--- config.mk ---
export PLATFORM = sky130hd
export DESIGN_NAME = ioc_io_cycle_control
export DESIGN_NICKNAME = d
export VERILOG_FILES = /design/src/ioc_pkg.sv /design/src/ioc_down_counter.sv /design/src/ioc_io_cycle_control.sv
export SDC_FILE = /design/constraint.sdc
export NUM_CORES = 1
export LEC_CHECK = 0
export ABC_AREA = 1
export BUFFER_PORTS_ARGS = -buffer_cell sky130_fd_sc_hd__buf_2
export CORE_MARGIN = 1.5
export CORE_UTILIZATION = 45
export DETAILED_ROUTE_END_ITERATION = 10
export PLACE_DENSITY_LB_ADDON = 0.05
export SLEW_MARGIN = 10
export SYNTH_ARGS = -nofsm -noshare
export SYNTH_HDL_FRONTEND = slang
export SYNTH_SLANG_ARGS = --single-unit
--- constraint.sdc ---
create_clock -name clk_sys_in -period 2.7 [get_ports clk_sys_in]
set_clock_uncertainty 0.15 [all_clocks]
set_input_delay 0.54 -clock clk_sys_in [delete_from_list [all_inputs] [get_ports clk_sys_in]]
set_output_delay 0.54 -clock clk_sys_in [all_outputs]
set_load 0.1 [all_outputs]
--- src/ioc_pkg.sv ---
// package for the io cycle control logic: widths, device table, timing counts
package ioc_pkg;
  localparam int ADDR_W = 32;                            // processor address width
  localparam int DEV_N = 4;                              // number of slave device selects
  localparam int CNT_W = 8;                              // wait / recovery counter width
  localparam int CLK_PERIOD_PS = 5000;                   // 200 MHz system clock
  // device decode: io region is one contiguous block, devices by two address bits
  localparam logic [ADDR_W-1:0] IO_BASE = 32'h0700_0000;
  localparam logic [ADDR_W-1:0] IO_MASK = 32'hFF00_0000;
  localparam int DEV_SEL_LSB = 19;                       // device index field position
  // command setup after chip select, in clocks
  localparam logic [CNT_W-1:0] CS_SETUP_CLKS = 8'h02;
  // minimum command active time per device, ns (within the 100..400 ns span)
  localparam int CMD_MIN_NS_0 = 100;
  localparam int CMD_MIN_NS_1 = 200;
  localparam int CMD_MIN_NS_2 = 300;
  localparam int CMD_MIN_NS_3 = 400;
  // clocks of command active, least time rounds up
  localparam int CMD_CLKS_0 = (CMD_MIN_NS_0 * 1000 + CLK_PERIOD_PS - 1) / CLK_PERIOD_PS;
  localparam int CMD_CLKS_1 = (CMD_MIN_NS_1 * 1000 + CLK_PERIOD_PS - 1) / CLK_PERIOD_PS;
  localparam int CMD_CLKS_2 = (CMD_MIN_NS_2 * 1000 + CLK_PERIOD_PS - 1) / CLK_PERIOD_PS;
  localparam int CMD_CLKS_3 = (CMD_MIN_NS_3 * 1000 + CLK_PERIOD_PS - 1) / CLK_PERIOD_PS;
  // slowest device data float / recovery time
  localparam int RECOVERY_NS = 120;
  localparam int RECOVERY_CLKS = (RECOVERY_NS * 1000 + CLK_PERIOD_PS - 1) / CLK_PERIOD_PS;
  // write data drive delay after a read with long float delay
  localparam int WDATA_DELAY_CLKS = 3;
  // ready delay after write command rises, for write data hold
  localparam int WR_HOLD_CLKS = 1;
endpackage

--- src/ioc_down_counter.sv ---
// loadable down counter used for wait states and recovery
`timescale 1ns/1ps
`default_nettype none
module ioc_down_counter #(
  parameter int W = 8
) (
  input  wire logic         clk_sys_in,
  input  wire logic         rst_n_in,
  input  wire logic         load_in,
  input  wire logic [W-1:0] value_in,
  output var  logic         busy_out,
  output var  logic         zero_out
);
  logic [W-1:0] count_q;

  // load wins over counting; stops at zero
  always_ff @(posedge clk_sys_in or negedge rst_n_in) begin
    if (!rst_n_in) begin
      count_q <= '0;
    end else if (load_in) begin
      count_q <= value_in;
    end else if (count_q != '0) begin
      count_q <= count_q - 1'b1;
    end
  end

  assign busy_out = (count_q != '0);
  assign zero_out = (count_q == '0);
endmodule
`default_nettype wire

--- src/ioc_io_cycle_control.sv ---
// io cycle control: decodes processor cycles and drives slow slave commands
`timescale 1ns/1ps
`default_nettype none
// Notes on behaviour
// - io versus memory is told only by address decode into two region selects
// - cacheable_n held inactive (high) whenever the io region is selected
// - address and data buffers toward slaves enabled during io cycles
// - address latch enable comes from the latched cycle strobe
// - latched strobe plus io select starts read or write per write_not_read
// - no io cycle starts while dram_pending is high
// - wait states chosen per selected device from the device selects
// - wait states added by holding the active-low ready back
// - ready output floats unless this block terminates the cycle
// - unlatched device selects sampled only with the latched strobe
// - chip select latch cleared (all high) the clock after ready returned
// - command asserted at least two clocks after chip select for setup
// - command stays active for the device's minimum active time
// - chip selects and addresses held in latches past command end
// - write data drive postponed several clocks after a read
// - write ready delayed after rising edge of write command
// - recovery hold between back-to-back accesses blocks any command
// - after a read, recovery hold lasts until old data has floated
// - read command waits for recovery hold to clear
// - write command two clocks after chip select, later while recovery hold or write data delay runs
module ioc_io_cycle_control
  import ioc_pkg::*;
(
  input  wire logic                     clk_sys_in,
  input  wire logic                     rst_n_in,
  // processor local bus
  input  wire logic [ioc_pkg::ADDR_W-1:0] addr_in,
  input  wire logic                     bus_cycle_strobe_n_in,
  input  wire logic                     latched_cycle_strobe_n_in,
  input  wire logic                     write_not_read_in,
  input  wire logic                     dram_pending_in,
  output logic                          cacheable_n_out,
  output logic                          ready_n_out,
  output logic                          ready_n_oe_n_out,
  output logic                          addr_latch_en_out,
  // slave side
  output logic [ioc_pkg::ADDR_W-1:0]    io_addr_out,
  output logic [ioc_pkg::DEV_N-1:0]     dev_cs_n_out,
  output logic                          io_read_cmd_n_out,
  output logic                          io_write_cmd_n_out,
  output logic                          addr_buf_en_n_out,
  output logic                          data_buf_en_n_out,
  output logic                          data_dir_write_out,
  output logic                          recovery_hold_out,
  output logic                          io_region_select_out,
  output logic                          memory_region_select_out
);
  import ioc_pkg::*;

  typedef enum logic [2:0] {
    IOC_IDLE, IOC_SETUP, IOC_CMD, IOC_WHOLD, IOC_READY
  } ioc_state_t;

  // two-flop synchronisers for pin inputs; only the second flop feeds logic
  logic [ADDR_W-1:0] addr_s1_q, addr_s2_q;
  logic              ads_s1_q, ads_s2_q, latched_cycle_strobe_n_s1_q, latched_cycle_strobe_n_s2_q;
  logic              wnr_s1_q, wnr_s2_q, busy_s1_q, busy_s2_q;

  // address pins: same depth as the strobe, so the word is settled when it is taken
  always_ff @(posedge clk_sys_in or negedge rst_n_in) begin
    if (!rst_n_in) begin
      addr_s1_q <= '0;
      addr_s2_q <= '0;
    end else begin
      addr_s1_q <= addr_in;
      addr_s2_q <= addr_s1_q;
    end
  end

  // cycle strobe, idle high after reset so no false cycle follows it
  always_ff @(posedge clk_sys_in or negedge rst_n_in) begin
    if (!rst_n_in) begin
      ads_s1_q <= 1'b1;
      ads_s2_q <= 1'b1;
    end else begin
      ads_s1_q <= bus_cycle_strobe_n_in;
      ads_s2_q <= ads_s1_q;
    end
  end

  // latched strobe, idle high after reset
  always_ff @(posedge clk_sys_in or negedge rst_n_in) begin
    if (!rst_n_in) begin
      latched_cycle_strobe_n_s1_q <= 1'b1;
      latched_cycle_strobe_n_s2_q <= 1'b1;
    end else begin
      latched_cycle_strobe_n_s1_q <= latched_cycle_strobe_n_in;
      latched_cycle_strobe_n_s2_q <= latched_cycle_strobe_n_s1_q;
    end
  end

  // write-not-read line
  always_ff @(posedge clk_sys_in or negedge rst_n_in) begin
    if (!rst_n_in) begin
      wnr_s1_q <= 1'b0;
      wnr_s2_q <= 1'b0;
    end else begin
      wnr_s1_q <= write_not_read_in;
      wnr_s2_q <= wnr_s1_q;
    end
  end

  // dram pending indication
  always_ff @(posedge clk_sys_in or negedge rst_n_in) begin
    if (!rst_n_in) begin
      busy_s1_q <= 1'b0;
      busy_s2_q <= 1'b0;
    end else begin
      busy_s1_q <= dram_pending_in;
      busy_s2_q <= busy_s1_q;
    end
  end

  // address decode: only the address tells io from memory
  logic              io_sel, mem_sel, latched_cycle_strobe_n_act;
  logic [1:0]        dev_idx;
  assign io_sel   = ((addr_s2_q & IO_MASK) == IO_BASE);
  assign mem_sel  = !io_sel;
  assign latched_cycle_strobe_n_act = !latched_cycle_strobe_n_s2_q;
  assign dev_idx  = addr_s2_q[DEV_SEL_LSB +: 2];

  // per-device command clocks, worst case would be CMD_CLKS_3
  function automatic logic [CNT_W-1:0] dev_wait(input logic [1:0] idx);
    logic [CNT_W-1:0] w;
    w = CNT_W'(CMD_CLKS_3);
    case (idx)
      2'h0: w = CNT_W'(CMD_CLKS_0);
      2'h1: w = CNT_W'(CMD_CLKS_1);
      2'h2: w = CNT_W'(CMD_CLKS_2);
      default: w = CNT_W'(CMD_CLKS_3);
    endcase
    return w;
  endfunction

  ioc_state_t        state_q;
  logic [CNT_W-1:0]  step_q;
  logic              is_write_q;
  logic [1:0]        dev_q;
  logic              start, cmd_load, cmd_done, rec_load, rec_busy, wd_busy;
  logic [CNT_W-1:0]  wait_val;

  // a cycle is accepted only on the latched strobe edge with io select
  assign start    = (state_q == IOC_IDLE) && latched_cycle_strobe_n_act && io_sel && !busy_s2_q;
  assign cmd_load = (state_q == IOC_SETUP) && (step_q == '0) && !rec_busy
                    && !(is_write_q && wd_busy);
  assign rec_load = (state_q == IOC_CMD) && cmd_done;
  assign wait_val = dev_wait(dev_q);

  // wait state counter: loaded at command start
  ioc_down_counter #(.W(CNT_W)) u_wait (
    .clk_sys_in (clk_sys_in),
    .rst_n_in   (rst_n_in),
    .load_in    (cmd_load),
    .value_in   (wait_val),
    .busy_out   (),
    .zero_out   (cmd_done)
  );

  // recovery hold counter: loaded at command end, slowest device float time
  ioc_down_counter #(.W(CNT_W)) u_recover (
    .clk_sys_in (clk_sys_in),
    .rst_n_in   (rst_n_in),
    .load_in    (rec_load),
    .value_in   (CNT_W'(RECOVERY_CLKS)),
    .busy_out   (rec_busy),
    .zero_out   ()
  );

  // write-data delay after a read cycle, guards against float contention
  logic [CNT_W-1:0] wd_cnt_q;
  assign wd_busy = (wd_cnt_q != '0);
  always_ff @(posedge clk_sys_in or negedge rst_n_in) begin
    if (!rst_n_in) begin
      wd_cnt_q <= '0;
    end else if (rec_load && !is_write_q) begin
      wd_cnt_q <= CNT_W'(WDATA_DELAY_CLKS);
    end else if (wd_busy) begin
      wd_cnt_q <= wd_cnt_q - 1'b1;
    end
  end

  // cycle sequencer
  always_ff @(posedge clk_sys_in or negedge rst_n_in) begin
    if (!rst_n_in) begin
      state_q     <= IOC_IDLE;
      step_q      <= '0;
      is_write_q  <= 1'b0;
      dev_q       <= 2'h0;
    end else begin
      case (state_q)
        IOC_IDLE: begin
          if (start) begin
            state_q    <= IOC_SETUP;
            is_write_q <= wnr_s2_q;
            dev_q      <= dev_idx;
            step_q     <= CS_SETUP_CLKS - 8'h01;
          end
        end
        IOC_SETUP: begin
          if (step_q != '0) begin
            step_q <= step_q - 1'b1;
          end else if (cmd_load) begin
            state_q <= IOC_CMD;
          end
        end
        IOC_CMD: begin
          if (cmd_done) begin
            step_q      <= CNT_W'(WR_HOLD_CLKS);
            state_q     <= is_write_q ? IOC_WHOLD : IOC_READY;
          end
        end
        IOC_WHOLD: begin
          if (step_q > 8'h01) begin
            step_q <= step_q - 1'b1;
          end else begin
            state_q <= IOC_READY;
          end
        end
        IOC_READY: begin
          state_q <= IOC_IDLE;
        end
        default: state_q <= IOC_IDLE;
      endcase
    end
  end

  // chip select and address latches: captured at start; chip selects cleared after ready, address held until the next start
  always_ff @(posedge clk_sys_in or negedge rst_n_in) begin
    if (!rst_n_in) begin
      dev_cs_n_out <= '1;
      io_addr_out  <= '0;
    end else if (start) begin
      dev_cs_n_out <= ~(DEV_N'(1) << dev_idx);
      io_addr_out  <= addr_s2_q;
    end else if (state_q == IOC_READY) begin
      dev_cs_n_out <= '1;
    end
  end

  // active command phase: from the load edge until the wait counter runs out
  logic cmd_phase;
  assign cmd_phase = cmd_load || (state_q == IOC_CMD && !cmd_done);

  // read command: low only in the active phase of a read
  always_ff @(posedge clk_sys_in or negedge rst_n_in) begin
    if (!rst_n_in) begin
      io_read_cmd_n_out <= 1'b1;
    end else begin
      io_read_cmd_n_out <= !(cmd_phase && !is_write_q);
    end
  end

  // write command: low only in the active phase of a write
  always_ff @(posedge clk_sys_in or negedge rst_n_in) begin
    if (!rst_n_in) begin
      io_write_cmd_n_out <= 1'b1;
    end else begin
      io_write_cmd_n_out <= !(cmd_phase && is_write_q);
    end
  end

  // ready: driven in the terminating clock, and driven high the clock before on writes; otherwise floated
  always_ff @(posedge clk_sys_in or negedge rst_n_in) begin
    if (!rst_n_in) begin
      ready_n_out      <= 1'b1;
      ready_n_oe_n_out <= 1'b1;
    end else begin
      ready_n_out      <= !(state_q == IOC_WHOLD && step_q <= 8'h01)
                          && !(state_q == IOC_CMD && cmd_done && !is_write_q);
      ready_n_oe_n_out <= !((state_q == IOC_CMD && cmd_done) || state_q == IOC_WHOLD);
    end
  end

  // cache enable: io cycles must never fill the data cache
  always_ff @(posedge clk_sys_in or negedge rst_n_in) begin
    if (!rst_n_in) begin
      cacheable_n_out <= 1'b1;
    end else begin
      cacheable_n_out <= io_sel || ads_s2_q;
    end
  end

  // address latch enable follows the latched strobe, the only edge with a valid address
  always_ff @(posedge clk_sys_in or negedge rst_n_in) begin
    if (!rst_n_in) begin
      addr_latch_en_out <= 1'b0;
    end else begin
      addr_latch_en_out <= latched_cycle_strobe_n_act;
    end
  end

  // address buffer toward the slaves, open for the whole io cycle
  always_ff @(posedge clk_sys_in or negedge rst_n_in) begin
    if (!rst_n_in) begin
      addr_buf_en_n_out <= 1'b1;
    end else begin
      addr_buf_en_n_out <= (state_q == IOC_IDLE);
    end
  end

  // data buffer: a write waits while a slow slave may still be floating read data
  always_ff @(posedge clk_sys_in or negedge rst_n_in) begin
    if (!rst_n_in) begin
      data_buf_en_n_out <= 1'b1;
    end else begin
      data_buf_en_n_out <= (state_q == IOC_IDLE) || (state_q == IOC_SETUP && is_write_q
                           && wd_busy);
    end
  end

  // data direction follows the kind of the accepted cycle
  always_ff @(posedge clk_sys_in or negedge rst_n_in) begin
    if (!rst_n_in) begin
      data_dir_write_out <= 1'b0;
    end else begin
      data_dir_write_out <= is_write_q;
    end
  end

  // recovery hold rises with the command end so no gap lets a new command in
  always_ff @(posedge clk_sys_in or negedge rst_n_in) begin
    if (!rst_n_in) begin
      recovery_hold_out <= 1'b0;
    end else begin
      recovery_hold_out <= rec_busy || rec_load;
    end
  end

  // io region select, straight from the decode
  always_ff @(posedge clk_sys_in or negedge rst_n_in) begin
    if (!rst_n_in) begin
      io_region_select_out <= 1'b0;
    end else begin
      io_region_select_out <= io_sel;
    end
  end

  // memory region select, the complement of the io decode
  always_ff @(posedge clk_sys_in or negedge rst_n_in) begin
    if (!rst_n_in) begin
      memory_region_select_out <= 1'b0;
    end else begin
      memory_region_select_out <= mem_sel;
    end
  end
endmodule
`default_nettype wire

==> results.md <==
- Crit path launch type: flop
- RR Endpoint: io_addr_out[2]
- Residual DRC: 0
- #FFs+latches synth: 158
- Port Buffer Count: 85
- Sw power: 2.90 mW
- Sequential cell area fraction in the yosys report: 66.9%
- Fin crit share: 76.5%
- Wire length per cell: 12.7 um
- FP Rows: 41
- Max H-tree Level: 4
- CP Data Required Time: 2.01 ns
- Switching share of total power: 37.6%
- Worst-path clk slew: 0.06 ns
- Slowest-stage cell, CP: dfstp_2
- Fin. Hold Viols: 0
- Syn_nets: 594
- Max VDD drop: 630 uV
- Main synth FF type: dfrtp_1
- Pwr Total: 7.70 mW
- Final HPWL DP: 7350 um
- Hold WS: 0.0718 ns
- Power per Cell Area: 1070 mW/mm^2
- Logic pwr share: 30.3%
- Outcome: finished, final reports clean
- Clock period minus worst slack: 2.07 ns
- P&R area growth vs syn: 21.1%
- Cells after Synth: 545
- Internal power: 4.81 mW
- Syn Area/Cell: 10.9 um^2
- Worst path max stage delay: 0.53 ns
- Final max-slew violation count: 0
- ANT cells: 0
- Number of synthesized flops with an enable pin: 0
- Critical-path cell list: buf_2
- Routability congestion estimate from global placement: 0.748
- Worst r2r src: state_q[2]
- GR Util All Layers: 16.7%
- Flop pwr share: 39.7%
- I/O pin cnt: 86
- Number of antenna violations at the first check in global routing: 0
- Initial Util: 46.6%
- Clock Tree Buf Depth: 2
- Die Wd: 118 um
- Max cap viols: 0
- Number of fill cells: 1,138
- Number of global-route vias before repair: 3,765
- Hold WC Path Type: primary input to flop
- Worst Hold Depth: 1
- Worst hold start: bus_cycle_strobe_n_in
- Root Buffer: clkbuf_16
- Fraction of layout cells with a size suffix above 1: 27.8%
- CTS tree: done
- Worst slew pin tran: 0.587 ns
- Via density: 4.60
- # clock sinks: 158
- Worst Setup End Kind: output port
- RSZ-0062 raised after global routing: no
- Total CTS buffers: 17
- Syn. warnings: 0
- Critical path peak fanout: 2
- Reg2reg path depth: 8
- Skew-Pair Late Insertion Delay: 0.42 ns
- Netlist cell types: 36
- Clk pwr share: 30.0%
- Final setup viols: 0
- Slew margin rel.: 60.9%
- Worst Path Buf+Inv: 1
- Leading cell types in the layout, fill and taps excluded: 143 x dfrtp_1, 134 x nand2_1, 84 x buf_2, 53 x inv_1, 40 x nor2_1
- Cell area after technology mapping: 0.00593 mm^2
- Total negative slack: 0 ns
- DRT Wirelength: 10,600 um
- DR iter-0 viols: 235
- Fraction of registers with async set/reset: 100%
- Hold endpoint: ads_s1_q
- Lkg Pwr: 3.76 nW
- Largest net degree at the start of global routing: 64
- Height of the chip: 118 um
- WP data arrival: 1.38 ns
- Layout Nets: 698
- Routed Antenna Nets: 0
- Via count: 3,836
- First-pass GRT wire length: 18,200 um
- First-pass DRT Iterations: 5
- Family with the most delay on the worst path: flip-flops
- DIE AREA: 0.0139 mm^2
- GRT overflow: 0
- Setup slack, reg-to-reg: 0.65 ns
- CORE AREA: 0.0127 mm^2
- Commonest non-fill, non-tap cell in the layout: dfrtp_1
- Post_cts resized: 0
- CP Class: flop to output port
- Max Fclk: 0.484 GHz
## cell families (layout without fill, tap and decap cells)
| logic type | Yosys count | count (layout) | synth area share (%) |
|---|---|---|---|
| AO/OA/AOI/OAI | 39 | 39 | 3.63 |
| XOR/XNOR | 11 | 11 | 1.62 |
| adder cells (fa/ha/maj) | 11 | 11 | 2.32 |
| buffers and inverters | 68 | 185 | 4.68 |
| flip-flops | 158 | 158 | 66.9 |
| AND/OR/NAND/NOR | 258 | 258 | 20.8 |
## worst register-to-register path, stage by stage (launching register included)
cell and delay [ns]:
dfrtp_1 0.45, nor2_4 0.17, nand2_2 0.09, nor2_2 0.13, nand2_4 0.21, inv_2 0.34
buf_4 0.29, nand2_1 0.09, nand2_1 0.06
## layer usage
layer | vias to the layer above | part of all wire [%] | GRT usage [%] | routed length (um)
met2 | 66 | 49 | 25.7 | 5160
met3 | 8 | 3.7 | 5.18 | 396
met5 | - | 0 | 0 | 0
met1 | 1850 | 47 | 22.6 | 4960
met4 | 0 | 0.76 | 5.26 | 81
li1 | 1912 | - | - | -
## sequential cells by signal, summed over array words and instances (netlist names), 2 cells and up
signal / flops
wd_cnt_q: 8
dev_q: 2
step_q: 8
u_recover.count_q: 8
state_q: 3
dev_cs_n_out: 4
addr_s2_q: 32
addr_s1_q: 32
u_wait.count_q: 8
io_addr_out: 32
## synthesized netlist by cell type (2+ instances only)
cell type / number / area, um^2
a21oi_1: 11 / 55.1
buf_2: 3 / 15.0
buf_4: 2 / 15.0
dfrtp_1: 143 / 3580
dfstp_2: 15 / 394
ha_1: 11 / 138
inv_1: 53 / 199
inv_2: 7 / 26.3
nand2_1: 134 / 503
nand2_2: 9 / 56.3
nand2_4: 9 / 101
nand3_1: 29 / 145
nand3b_1: 3 / 22.5
nand4_1: 4 / 25.0
nor2_1: 40 / 150
nor2_2: 7 / 43.8
nor2_4: 7 / 78.8
nor3_1: 7 / 35.0
o21ai_0: 16 / 80.1
o21ai_1: 4 / 20.0
o21ai_2: 2 / 17.5
o22ai_1: 2 / 12.5
or2_1: 4 / 25.0
or2_2: 2 / 12.5
xnor2_1: 2 / 17.5
xor2_1: 9 / 78.8
## final cells by class
type / instances / area [um^2] / share of cell area (%)
inverter: 62 / 236 / 3.29
clock inverter: 14 / 145 / 2.02
multi-input combinational: 319 / 1680 / 23.4
tap: 172 / 215 / 3.00
clock buffer: 18 / 439 / 6.11
timing repair buffer: 91 / 492 / 6.84
sequential: 158 / 3970 / 55.3
## power by group through the flow
stage | clock (mW) | sequential (mW) | combinational, mW
after floorplan | 0 | 3.56 | 1.39
after global placement | 0 | 3.08 | 2.30
after detailed placement | 0 | 3.09 | 2.35
after CTS | 2.39 | 3.05 | 2.36
after global routing | 2.49 | 3.10 | 2.60
final | 2.31 | 3.06 | 2.33
## worst max path at each step
stage / startpoint / end / slack [ns] / cells after the start
after global routing: state_q[2] / io_addr_out[2] / 0.47 / 8
after detailed placement: state_q[2] / io_addr_out[1] / 0.65 / 8
after global placement: state_q[2] / io_addr_out[16] / 0.76 / 8
final: dev_cs_n_out[1] / dev_cs_n_out[1] / 0.63 / 1
after CTS: dev_cs_n_out[1] / dev_cs_n_out[1] / 0.61 / 1
after floorplan: u_wait.count_q[0] / step_q[2] / 1.01 / 11
## repair_timing
action                                 4_1_cts  5_1_grt
setup buffers                                0        0
endpoints found under the hold margin       52        0
hold buffers                                 1        0
## stage by stage
step | instances | setup slack [ns] | instance area (um^2) | utilization (%)
detailed placement | 801 | 0.649 | 6590 | 51.8
finish | 834 | 0.635 | 7180 | 56.5
floorplan | 545 | 1.01 | 5930 | -
global route | 834 | 0.466 | 7180 | 56.5
global placement | 801 | 0.756 | 6590 | 51.8
CTS | 834 | 0.606 | 7180 | 56.5
Note: power is estimated with default switching activity, not from simulation.
